$ cat src/rtl/cfg_loader_cfg.svh
`ifndef CFG_LOADER_CFG_SVH
`define CFG_LOADER_CFG_SVH

// Configuration word addresses, in load order.
`define WA_P2_LINK   8'h44
`define WA_PM_CAP0   8'h50
`define WA_PM_DATA0  8'h51
`define WA_PM_CAP1   8'h52
`define WA_PM_DATA1  8'h53
`define WA_PM_CAP2   8'h54
`define WA_PM_DATA2  8'h55
`define WA_P0_MISC   8'h60
`define WORD_COUNT   4'h8

// Configuration dword byte offsets within one port.
`define OFS_LDR_CTRL 9'h000
`define OFS_PM_CAP   9'h040
`define OFS_PM_CSR   9'h044
`define OFS_LINK     9'h078
`define OFS_PHY_CNT  9'h08C
`define OFS_PORT_NUM 9'h0CC
`define OFS_SLOT     9'h0D0
`define OFS_LPVC     9'h144
`define OFS_VC0_MAP  9'h154
`define LDR_PORT     2'h3

// Source bit positions inside the loaded words.
`define SRC_CMPL     13
`define SRC_DSEL     14
`define SRC_NSR      0
`define SRC_AUX      1
`define SRC_D1       4
`define SRC_D2       5
`define SRC_PME      6
`define SRC_PMDATA   8
`define SRC_SLOT     1
`define SRC_DSI      2
`define SRC_LPVC     3
`define SRC_PNUM     4
`define SRC_TCMAP    9

// Destination bit positions inside the configuration dwords.
`define DST_CMPL     11
`define DST_DSEL     8
`define DST_NSR      3
`define DST_AUX      22
`define DST_D1       25
`define DST_D2       26
`define DST_PME      28
`define DST_PMDATA   24
`define DST_SLOT     28
`define DST_DSI      21
`define DST_LPVC     4
`define DST_PNUM     24
`define DST_TCMAP    1

// Loader control and status bits.
`define LDR_RELOAD   0
`define LDR_BUSY     0
`define LDR_LOADED   1

`endif

$ cat src/rtl/cfg_loader_pkg.sv
package cfg_loader_pkg;

  // Loaded fields of one port, all reset to zero.
  typedef struct packed {
    logic       compliance;
    logic [1:0] data_change_count_select;
    logic       no_soft_reset;
    logic [2:0] aux_current;
    logic       d1_support;
    logic       d2_support;
    logic [1:0] pme_support;
    logic [7:0] pm_data;
    logic       slot_clock;
    logic       dsi_required;
    logic       lpvc_count;
    logic [2:0] port_number;
    logic [6:0] tc_map;
  } port_fields_t;

  typedef enum logic [1:0] {
    ST_START,
    ST_FETCH,
    ST_WAIT,
    ST_DONE
  } loader_state_t;

endpackage

$ cat src/rtl/word_fetch.sv
`timescale 1ns/1ns
// Fetches one word from the configuration memory per start pulse.
module word_fetch
  import cfg_loader_pkg::*;
#(
  parameter int AW = 8,
  parameter int DW = 16
) (
  input  wire logic          clock,
  input  wire logic          reset_n,
  input  wire logic          start,
  input  wire logic [AW-1:0] addr,
  output logic      [AW-1:0] nv_addr,
  output logic               nv_req,
  input  wire logic [DW-1:0] nv_data,
  input  wire logic          nv_valid,
  output logic      [DW-1:0] word,
  output logic               done
);

  wire take = nv_req && nv_valid;

  // The request stands until the memory answers, so a slow memory only
  // stretches the load and never loses a word.
  always_ff @(posedge clock or negedge reset_n) begin
    if (!reset_n) begin
      nv_req  <= 1'b0;
      nv_addr <= '0;
      word    <= '0;
      done    <= 1'b0;
    end else begin
      done <= take;
      if (take) begin
        nv_req <= 1'b0;
        word   <= nv_data;
      end else if (start && !nv_req) begin
        nv_req  <= 1'b1;
        nv_addr <= addr;
      end
    end
  end

endmodule

$ cat src/rtl/cfg_word_loader.sv
`timescale 1ns/1ns
`include "cfg_loader_cfg.svh"
module cfg_word_loader
  import cfg_loader_pkg::*;
#(
  parameter int NPORTS = 3,
  parameter int AW     = 8,
  parameter int DW     = 16
) (
  input  wire logic          CLOCK,
  input  wire logic          RESET_N,
  input  wire logic [10:0]   CFG_ADDR,
  input  wire logic [31:0]   CFG_WDATA,
  input  wire logic          CFG_WR,
  input  wire logic          CFG_RD,
  output logic      [31:0]   CFG_RDATA,
  output logic               CFG_READY,
  output logic      [AW-1:0] NV_ADDR,
  output logic               NV_REQ,
  input  wire logic [DW-1:0] NV_DATA,
  input  wire logic          NV_VALID,
  output port_fields_t [NPORTS-1:0] PORT_FIELDS
);

  if (NPORTS != 3 || AW != 8 || DW != 16) begin : g_bad_param
    $error("Loader serves exactly three ports and 8x16 memory words.");
  end

  loader_state_t state;
  loader_state_t next_state;
  logic [3:0]    idx;
  logic [3:0]    next_idx;
  logic          loaded;
  logic [DW-1:0] word;
  logic          fetch_done;
  port_fields_t  fields [NPORTS];
  port_fields_t  next_fields [NPORTS];

  // Word address for each load step.
  function automatic logic [AW-1:0] word_addr(input logic [3:0] i);
    case (i)
      4'h0:    word_addr = `WA_P2_LINK;
      4'h1:    word_addr = `WA_PM_CAP0;
      4'h2:    word_addr = `WA_PM_DATA0;
      4'h3:    word_addr = `WA_PM_CAP1;
      4'h4:    word_addr = `WA_PM_DATA1;
      4'h5:    word_addr = `WA_PM_CAP2;
      4'h6:    word_addr = `WA_PM_DATA2;
      default: word_addr = `WA_P0_MISC;
    endcase
  endfunction

  // Places the loaded fields of one port into the dword at an offset.
  function automatic logic [31:0] cfg_dword(input port_fields_t f,
                                            input logic [8:0]   ofs);
    logic [31:0] d;
    d = '0;
    case (ofs)
      `OFS_PM_CAP: begin
        d[`DST_AUX +: 3] = f.aux_current;
        d[`DST_D1]       = f.d1_support;
        d[`DST_D2]       = f.d2_support;
        d[`DST_PME +: 2] = f.pme_support;
        d[`DST_DSI]      = f.dsi_required;
      end
      `OFS_PM_CSR: begin
        d[`DST_NSR]         = f.no_soft_reset;
        d[`DST_PMDATA +: 8] = f.pm_data;
      end
      `OFS_LINK:     d[`DST_CMPL]       = f.compliance;
      `OFS_PHY_CNT:  d[`DST_DSEL +: 2]  = f.data_change_count_select;
      `OFS_PORT_NUM: d[`DST_PNUM +: 3]  = f.port_number;
      `OFS_SLOT:     d[`DST_SLOT]       = f.slot_clock;
      `OFS_LPVC:     d[`DST_LPVC]       = f.lpvc_count;
      `OFS_VC0_MAP:  d[`DST_TCMAP +: 7] = f.tc_map;
      default:       d = '0;
    endcase
    return d;
  endfunction

  // Register decode: the top two address bits pick the port.
  wire [1:0]  acc_port  = CFG_ADDR[10:9];
  wire [8:0]  acc_ofs   = CFG_ADDR[8:0];
  wire        ldr_sel   = acc_port == `LDR_PORT && acc_ofs == `OFS_LDR_CTRL;
  wire        busy      = state != ST_DONE;
  wire        reload    = CFG_WR && ldr_sel && CFG_WDATA[`LDR_RELOAD];
  wire        start     = state == ST_FETCH;
  wire [31:0] ldr_stat  = {30'h0, loaded, busy};
  wire [31:0] port_word = (acc_port == `LDR_PORT || !CFG_READY) ? 32'h0 :
                          cfg_dword(fields[acc_port], acc_ofs);
  wire [31:0] rd_word   = ldr_sel ? ldr_stat : port_word;

  assign CFG_READY = !busy;

  word_fetch #(
    .AW(AW),
    .DW(DW)
  ) u_fetch (
    .clock    (CLOCK),
    .reset_n  (RESET_N),
    .start    (start),
    .addr     (word_addr(idx)),
    .nv_addr  (NV_ADDR),
    .nv_req   (NV_REQ),
    .nv_data  (NV_DATA),
    .nv_valid (NV_VALID),
    .word     (word),
    .done     (fetch_done)
  );

  // Sequencer walks every word once after reset and on each reload.
  // A reload while busy is ignored, so a load is never cut short.
  always_comb begin
    next_state = state;
    next_idx   = idx;
    case (state)
      ST_START: begin
        next_idx   = 4'h0;
        next_state = ST_FETCH;
      end
      ST_FETCH: next_state = ST_WAIT;
      ST_WAIT: begin
        if (fetch_done) begin
          if (idx == `WORD_COUNT - 4'h1) begin
            next_state = ST_DONE;
          end else begin
            next_idx   = idx + 4'h1;
            next_state = ST_FETCH;
          end
        end
      end
      ST_DONE: begin
        if (reload) begin
          next_state = ST_START;
        end
      end
      default: next_state = ST_START;
    endcase
  end

  // Each step writes only the fields its word maps; all else holds.
  always_comb begin
    for (int p = 0; p < NPORTS; p++) begin
      next_fields[p] = fields[p];
    end
    if (fetch_done) begin
      case (idx)
        4'h0: begin
          next_fields[2].compliance = word[`SRC_CMPL];
          next_fields[2].data_change_count_select =
            word[`SRC_DSEL +: 2];
        end
        4'h1, 4'h3, 4'h5: begin
          next_fields[idx[2:1]].no_soft_reset = word[`SRC_NSR];
          next_fields[idx[2:1]].aux_current = word[`SRC_AUX +: 3];
          next_fields[idx[2:1]].d1_support  = word[`SRC_D1];
          next_fields[idx[2:1]].d2_support  = word[`SRC_D2];
          next_fields[idx[2:1]].pme_support = word[`SRC_PME +: 2];
        end
        4'h2, 4'h4, 4'h6: begin
          next_fields[idx[2:1] - 2'h1].pm_data =
            word[`SRC_PMDATA +: 8];
        end
        4'h7: begin
          next_fields[0].slot_clock   = word[`SRC_SLOT];
          next_fields[0].dsi_required = word[`SRC_DSI];
          next_fields[0].lpvc_count   = word[`SRC_LPVC];
          next_fields[0].port_number  = word[`SRC_PNUM +: 3];
          next_fields[0].tc_map       = word[`SRC_TCMAP +: 7];
        end
        default: next_fields[0] = fields[0];
      endcase
    end
  end

  // State, field and read data registers.
  always_ff @(posedge CLOCK or negedge RESET_N) begin
    if (!RESET_N) begin
      state     <= ST_START;
      idx       <= 4'h0;
      loaded    <= 1'b0;
      CFG_RDATA <= 32'h0;
      for (int p = 0; p < NPORTS; p++) begin
        fields[p] <= '0;
      end
    end else begin
      state  <= next_state;
      idx    <= next_idx;
      loaded <= loaded || (state == ST_WAIT && next_state == ST_DONE);
      if (CFG_RD) begin
        CFG_RDATA <= rd_word;
      end
      for (int p = 0; p < NPORTS; p++) begin
        fields[p] <= next_fields[p];
      end
    end
  end

  for (genvar p = 0; p < NPORTS; p++) begin : g_out
    assign PORT_FIELDS[p] = fields[p];
  end
endmodule

$ cat config.mk
export PLATFORM = sky130hd
export DESIGN_NAME = cfg_word_loader
export DESIGN_NICKNAME = d
export VERILOG_FILES = /design/src/rtl/cfg_loader_pkg.sv /design/src/rtl/word_fetch.sv /design/src/rtl/cfg_word_loader.sv
export VERILOG_INCLUDE_DIRS = /design/src /design/src/rtl
export SDC_FILE = /design/constraint.sdc
export NUM_CORES = 1
export LEC_CHECK = 0
export ABC_AREA = 1
export BUFFER_PORTS_ARGS = -buffer_cell sky130_fd_sc_hd__buf_2
export CAP_MARGIN = 10
export CELL_PAD_IN_SITES_DETAIL_PLACEMENT = 1
export CELL_PAD_IN_SITES_GLOBAL_PLACEMENT = 2
export CORE_ASPECT_RATIO = 2
export CORE_MARGIN = 2
export CORE_UTILIZATION = 30
export CTS_CLUSTER_SIZE = 14
export DETAILED_ROUTE_END_ITERATION = 16
export GPL_ROUTABILITY_DRIVEN = 0
export HOLD_SLACK_MARGIN = 0.03
export PLACE_DENSITY = 0.88
export SLEW_MARGIN = 20
export SYNTH_ARGS = -nofsm -noshare
export SYNTH_HDL_FRONTEND = slang
export SYNTH_SLANG_ARGS = --single-unit
$ cat constraint.sdc
create_clock -name CLOCK -period 2.5 [get_ports CLOCK]
set_clock_uncertainty 0.05 [all_clocks]
set_input_delay 0.125 -clock CLOCK [delete_from_list [all_inputs] [get_ports CLOCK]]
set_output_delay 0.125 -clock CLOCK [all_outputs]
set_load 0.01 [all_outputs]
Yosys cells after proc, flatten, opt, wreduce, memory -nomap -nowiden
Index checks and enable logic that the tools add are counted.
- word-level logic and storage cells: 158
- bits in registers: 161
- bits of input ports: 64
- multiplexer cells: 50
- eq/ne operators: 23
- reductions and logical operators: 27
- bitwise logic cells: 4
- add/subtract/negate cells: 2
- magnitude comparators: 5
- operators by type and width (kind ; number):
    bitwise mux 96 bit ; 6
    demux 32 bit (select 2 bit) ; 6
    2-to-1 mux 32 bit ; 4
    binary-select mux 32 bit (select 2 bit) ; 1
    one-hot mux 32 bit (2 select lines) ; 1
    one-hot mux 29 bit (2 select lines) ; 1
    one-hot mux 6 bit (7 select lines) ; 1
    one-hot mux 13 bit (3 select lines) ; 1
    one-hot mux 19 bit (2 select lines) ; 1
    2-to-1 mux 29 bit ; 1
    2-to-1 mux 28 bit ; 1
    equality test 9 x 7 -> 1 bit, second input constant ; 3
    equality test 9 x 8 -> 1 bit, second input constant ; 3
    2-to-1 mux 25 bit ; 1
    2-to-1 mux 24 bit ; 1
    2-to-1 mux 23 bit ; 1
    2-to-1 mux 21 bit ; 1
    equality test 9 bit, second input constant ; 2
    one-hot mux 3 bit (3 select lines) ; 2
    equality test 4 x 3 -> 1 bit, second input constant ; 4
    2-to-1 mux 2 bit ; 6
    greater-or-equal comparator 3 bit, second input constant ; 3
    logical NOT 9 bit ; 1
    inverter 2 -> 3 bit ; 3
    other kinds (27) ; 56

Logic depth before layout (Yosys ltp)
- word-level depth: 11
- mapped depth: 11
- depth with buffers taken out: 10

Cells and area by module
A second synthesis with hierarchy kept.
- cells, all modules: 766
- area, all modules: 6084.6 um^2
- by module, submodules not included (module ; area each (um^2) ; cells each ; instances ; seq. area each (um^2)):
    cfg_word_loader ; 5033.6 ; 657 ; 1 ; 2327.2
    word_fetch ; 1051.0 ; 109 ; 1 ; 650.6

Worst setup path before layout
Ideal clock, no wire load.
- kind: reg-to-reg
- start point: register idx[0]
- end point: register fields, in the netlist PORT_FIELDS[91]
- stages on the path, launching flop included: 11
- arrival: 1.449 ns
- path buffers: 1
- slack: 0.882 ns
- data required time: 2.331 ns
- period minus slack after synthesis: 1.618 ns
- cells stage by stage: dfrtp_1 inv_1 ha_1 inv_1 o21ai_4 inv_4 nand2_4 nand3_2 buf_6 nand2_2 o21ai_2
- word-level cells in the longest chain between the ends: 4
- elaborated cells on any way between the ends: 11
- ends and longest elaborated chain (element ; RTL line ; RTL):
    start, declared ; cfg_word_loader.sv:31 ; logic [3:0] idx;
    start signal, assigned ; cfg_word_loader.sv:188 ; idx <= next_idx;
    equality test 4 x 2 -> 1 bit (tied with other cells) ; cfg_word_loader.sv:147 ; case (idx)
    OR reduction 3 bit ; cfg_word_loader.sv:147 ;
    nonzero test 2 bit (no source line) ; - ;
    AND reduction 2 bit (no source line) ; - ;
    end signal, assigned by index ; cfg_word_loader.sv:194 ; fields[p] <= next_fields[p];
    end, declared ; cfg_word_loader.sv:36 ; port_fields_t fields [NPORTS];
Several ways; a longest one is shown, not always the timed one.
A chain may end at the register's enable or synchronous reset.

Worst setup path after layout
- start point: register idx[0]
- end point: register fields, in the netlist PORT_FIELDS[88]
Same word-level chain as after synthesis.

==> results.py <==
metrics = {
    "drt": {
        "vias": 5147,
        "drc": 0,
        "first_iter_violations": 191,
        "wl_per_cell_um": 16.8,
        "dr.pass1.iters": 5,
        "antenna_left": 0,
        "vias_per_cell": 4.54,
        "routed_wl_um": 19100,
    },
    "sta": {
        "period_needed_ps": 2100,
        "rsz0062_at_grt": "false",
        "hold_viol": 0,
        "post-route-period-util": 0.838,
        "slew_viol_final": 0,
        "worst_pin_slew_ps": 698,
        "finalSetupViolations": 0,
        "timing.fmax_mhz": 477,
        "setup_ws_ps": 404,
        "finalSetupTns_ps": 0,
        "slew_headroom": 0.535,
    },
    "placed_design": {
        "port_buffers": 126,
        "dp_slack_ps": 407,
        "dp_hpwl_um": 14600,
    },
    "flow_run": {
        "maxCapViolCount": 0,
    },
    "logic_synthesis": {
        "syn_area_per_cell_um2": 8.25,
        "ys_types": 36,
        "ys_ff_latch": 117,
        "ys_warn_count": 0,
        "synth.cell_area_mm2": 0.00581,
        "seq_area_frac_synth": 0.504,
        "netlist_instances": 704,
    },
    "worst_setup_path": {
        "critPathArrivalTime_ps": 2350,
        "cpPeakStageDelay_ps": 420,
        "crit_slowest_cell": "dfrtp_1",
        "crit_chain": "inv_1 -> ha_1 -> inv_1 -> o21ai_4 -> inv_4 -> nand2_4 -> nand3_2 -> nand2_1 -> o21ai_2",
        "worst-path-buf-inv": 3,
        "crit_family": "simple AND/OR/NAND/NOR gates",
        "cp-end-kind": "flip-flop",
        "critPathKind": "flip-flop to flip-flop",
        "crit_fanout": 16,
        "required_ps": 2750,
        "startpoint_type": "flip-flop",
        "path_common_cell": "inv_1",
    },
    "cells_and_area": {
        "final_nets": 930,
        "num-fill-cells": 2359,
        "drive_gt1_frac": 0.241,
        "multiInputGateArea_mm2": 0.00230,
        "regArea_mm2": 0.00293,
        "area_delta_synth_final_pct": 28.0,
        "diodes": 0,
    },
    "clock_network": {
        "worstSkewPairLatency_ps": 430,
        "cts_setup_buffers": 0,
        "clock_sinks": 117,
        "numCtsBuffers": 17,
        "cts_root_buf": "clkbuf_16",
        "cts_buffer_depth": 2,
        "cts.repair.resized": 0,
        "clkTransAtPathRegs_ps": 60,
        "htreeDepth": 4,
        "cts_tree": "done",
    },
    "pwr": {
        "power_frac_seq": 0.382,
        "p_per_area_mw_per_mm2": 861,
        "p_switching_mw": 2.06,
        "clock_power_share": 0.414,
        "swShare": 0.322,
        "leakage_nw": 3.92,
        "ir_worst_vdd_v": 0.000338,
        "p_int_mw": 4.34,
        "pwr-share-comb": 0.204,
        "p_total_mw": 6.40,
    },
    "floorplanning": {
        "initial_core_util": 0.303,
        "die_w_um": 102,
        "num_rows": 72,
        "ios": 202,
        "dieArea_mm2": 0.0205,
        "core_mm2": 0.0192,
        "die_height_um": 201,
    },
    "grt": {
        "grt_pass1_wl_um": 29400,
        "track_usage": 0.193,
        "overflow": 0,
        "grt_start_max_net_pins": 51,
        "antenna_found_initial": 0,
        "grt_pass1_vias": 5508,
    },
    "status": {
        "status": "complete, no violations",
    },
    "hold_path": {
        "min_path_type": "input port to flip-flop",
    },
}
==> routing by layer <==
layer,global-route usage,up-vias,part of all wire
li1,-,2461,-
met1,0.191,2471,0.35
met2,0.360,169,0.57
met3,0.0484,46,0.043
met4,0.0929,0,0.039
met5,0,-,0
==> through the flow <==
stage | utilization | std cells | hold slack (ps) | cell area, um2
after floorplan | - | 747 | -221 | 5970
after global placement | 0.342 | 1079 | 158 | 6560
after detailed placement | 0.342 | 1079 | 162 | 6560
after CTS | 0.387 | 1134 | 32.9 | 7430
after global routing | 0.387 | 1134 | 129 | 7430
final | 0.387 | 1134 | 46.9 | 7430
==> logic make-up (layout without fill, tap and decap cells) <==
family                   Yosys count  in the layout  share of synthesized area
XOR/XNOR                           1              1                    0.00151
adder cells (fa/ha/maj)            4              4                    0.00862
AO/OA/AOI/OAI                    107            107                      0.107
flip-flops                       117            117                      0.504
AND/OR/NAND/NOR                  338            338                      0.252
other                              1             44                   0.000646
buffers and inverters            136            264                      0.127
==> worst paths after layout <==
kind | slack, ps | endpoint | depth (start not counted) | from
hold reg to reg | 420 | CFG_RDATA[28]$_DFFE_PN0P_ | 2 | CFG_RDATA[28]$_DFFE_PN0P_
max in group asynchronous | 1420 | PORT_FIELDS[84]$_DFFE_PN0P_ | 3 | RESET_N
hold / removal | 50 | CFG_RDATA[28]$_DFFE_PN0P_ | 6 | CFG_ADDR[2]
setup / recovery | 400 | PORT_FIELDS[88]$_DFFE_PN0P_ | 9 | idx[0]$_DFFE_PN0P_
min in group asynchronous | 240 | PORT_FIELDS[6]$_DFFE_PN0P_ | 2 | RESET_N
setup reg to reg | 400 | PORT_FIELDS[88]$_DFFE_PN0P_ | 9 | idx[0]$_DFFE_PN0P_
==> what timing repair did <==
item                       4_1_cts  5_1_grt
hold buffers                    23        0
setup endpoints to repair        0        0
hold endpoints to repair        68        0
==> tightest hold or removal path: cells and delay by family <==
kind	cells	cell delay (ps)
AND/OR/NAND/NOR	5	240
buffers and inverters	1	110
==> state kept, by name, summed over array words and instances (netlist names) <==
register / flops
PORT_FIELDS: 64
u_fetch.nv_addr: 6
u_fetch.word: 16
state: 2
CFG_RDATA: 22
idx: 4
u_fetch.done: 1
u_fetch.nv_req: 1
loaded: 1
==> layout make-up <==
cell class	instances	area share
clock buffer	21	0.0633
clock inverter	11	0.0232
inverter	72	0.0369
timing repair buffer	160	0.129
tap	259	0.0436
multi-input combinational	494	0.310
sequential	117	0.394
==> cells in the final DEF, fill, tap and decap left out, drive strengths merged <==
master,count
a21o,1
nand2,245
o21a,1
nor3,7
dlygate4sd3,23
clkbuf,21
dfrtp,117
ha,4
o21ai,92
nor4,2
a21oi,10
o21bai,1
nor2,34
nand3,42
buf,137
bufinv,4
clkinvlp,1
nand4,6
o211ai,2
or2,2
conb,44
inv,72
xor2,1
clkinv,6
==> synth_stat cells <==
cell type / n / area [um2]
a21o_1: 1 / 7.51
a21oi_1: 10 / 50.1
buf_2: 6 / 30.0
buf_4: 47 / 353
buf_6: 5 / 56.3
clkbuf_1: 6 / 22.5
clkinv_2: 1 / 5.00
conb_1: 1 / 3.75
dfrtp_1: 117 / 2930
ha_1: 4 / 50.1
inv_1: 67 / 251
inv_2: 3 / 11.3
inv_4: 1 / 6.26
nand2_1: 235 / 882
nand2_2: 7 / 43.8
nand2_4: 3 / 33.8
nand3_1: 40 / 200
nand3_2: 1 / 10.0
nand3_4: 1 / 17.5
nand4_1: 5 / 31.3
nand4_4: 1 / 21.3
nor2_1: 31 / 116
nor2_2: 1 / 6.26
nor2_4: 2 / 22.5
nor3_1: 4 / 20.0
nor3_2: 3 / 30.0
nor4_1: 2 / 12.5
o211ai_1: 2 / 15.0
o21a_1: 1 / 7.51
o21ai_0: 54 / 270
o21ai_1: 21 / 105
o21ai_2: 16 / 140
o21ai_4: 1 / 16.3
o21bai_1: 1 / 7.51
or2_2: 2 / 12.5
xor2_1: 1 / 8.76
==> power groups by stage <==
stage | registers (mW) | logic [mW] | clock network, mW
3_3_place_gp | 2.46 | 1.25 | 0
2_1_floorplan | 2.45 | 0.825 | 0
5_1_grt | 2.48 | 1.49 | 2.76
4_1_cts | 2.45 | 1.33 | 2.68
3_5_place_dp | 2.47 | 1.30 | 0
6_report | 2.44 | 1.31 | 2.65
Note: power is estimated with default switching activity, not from simulation.
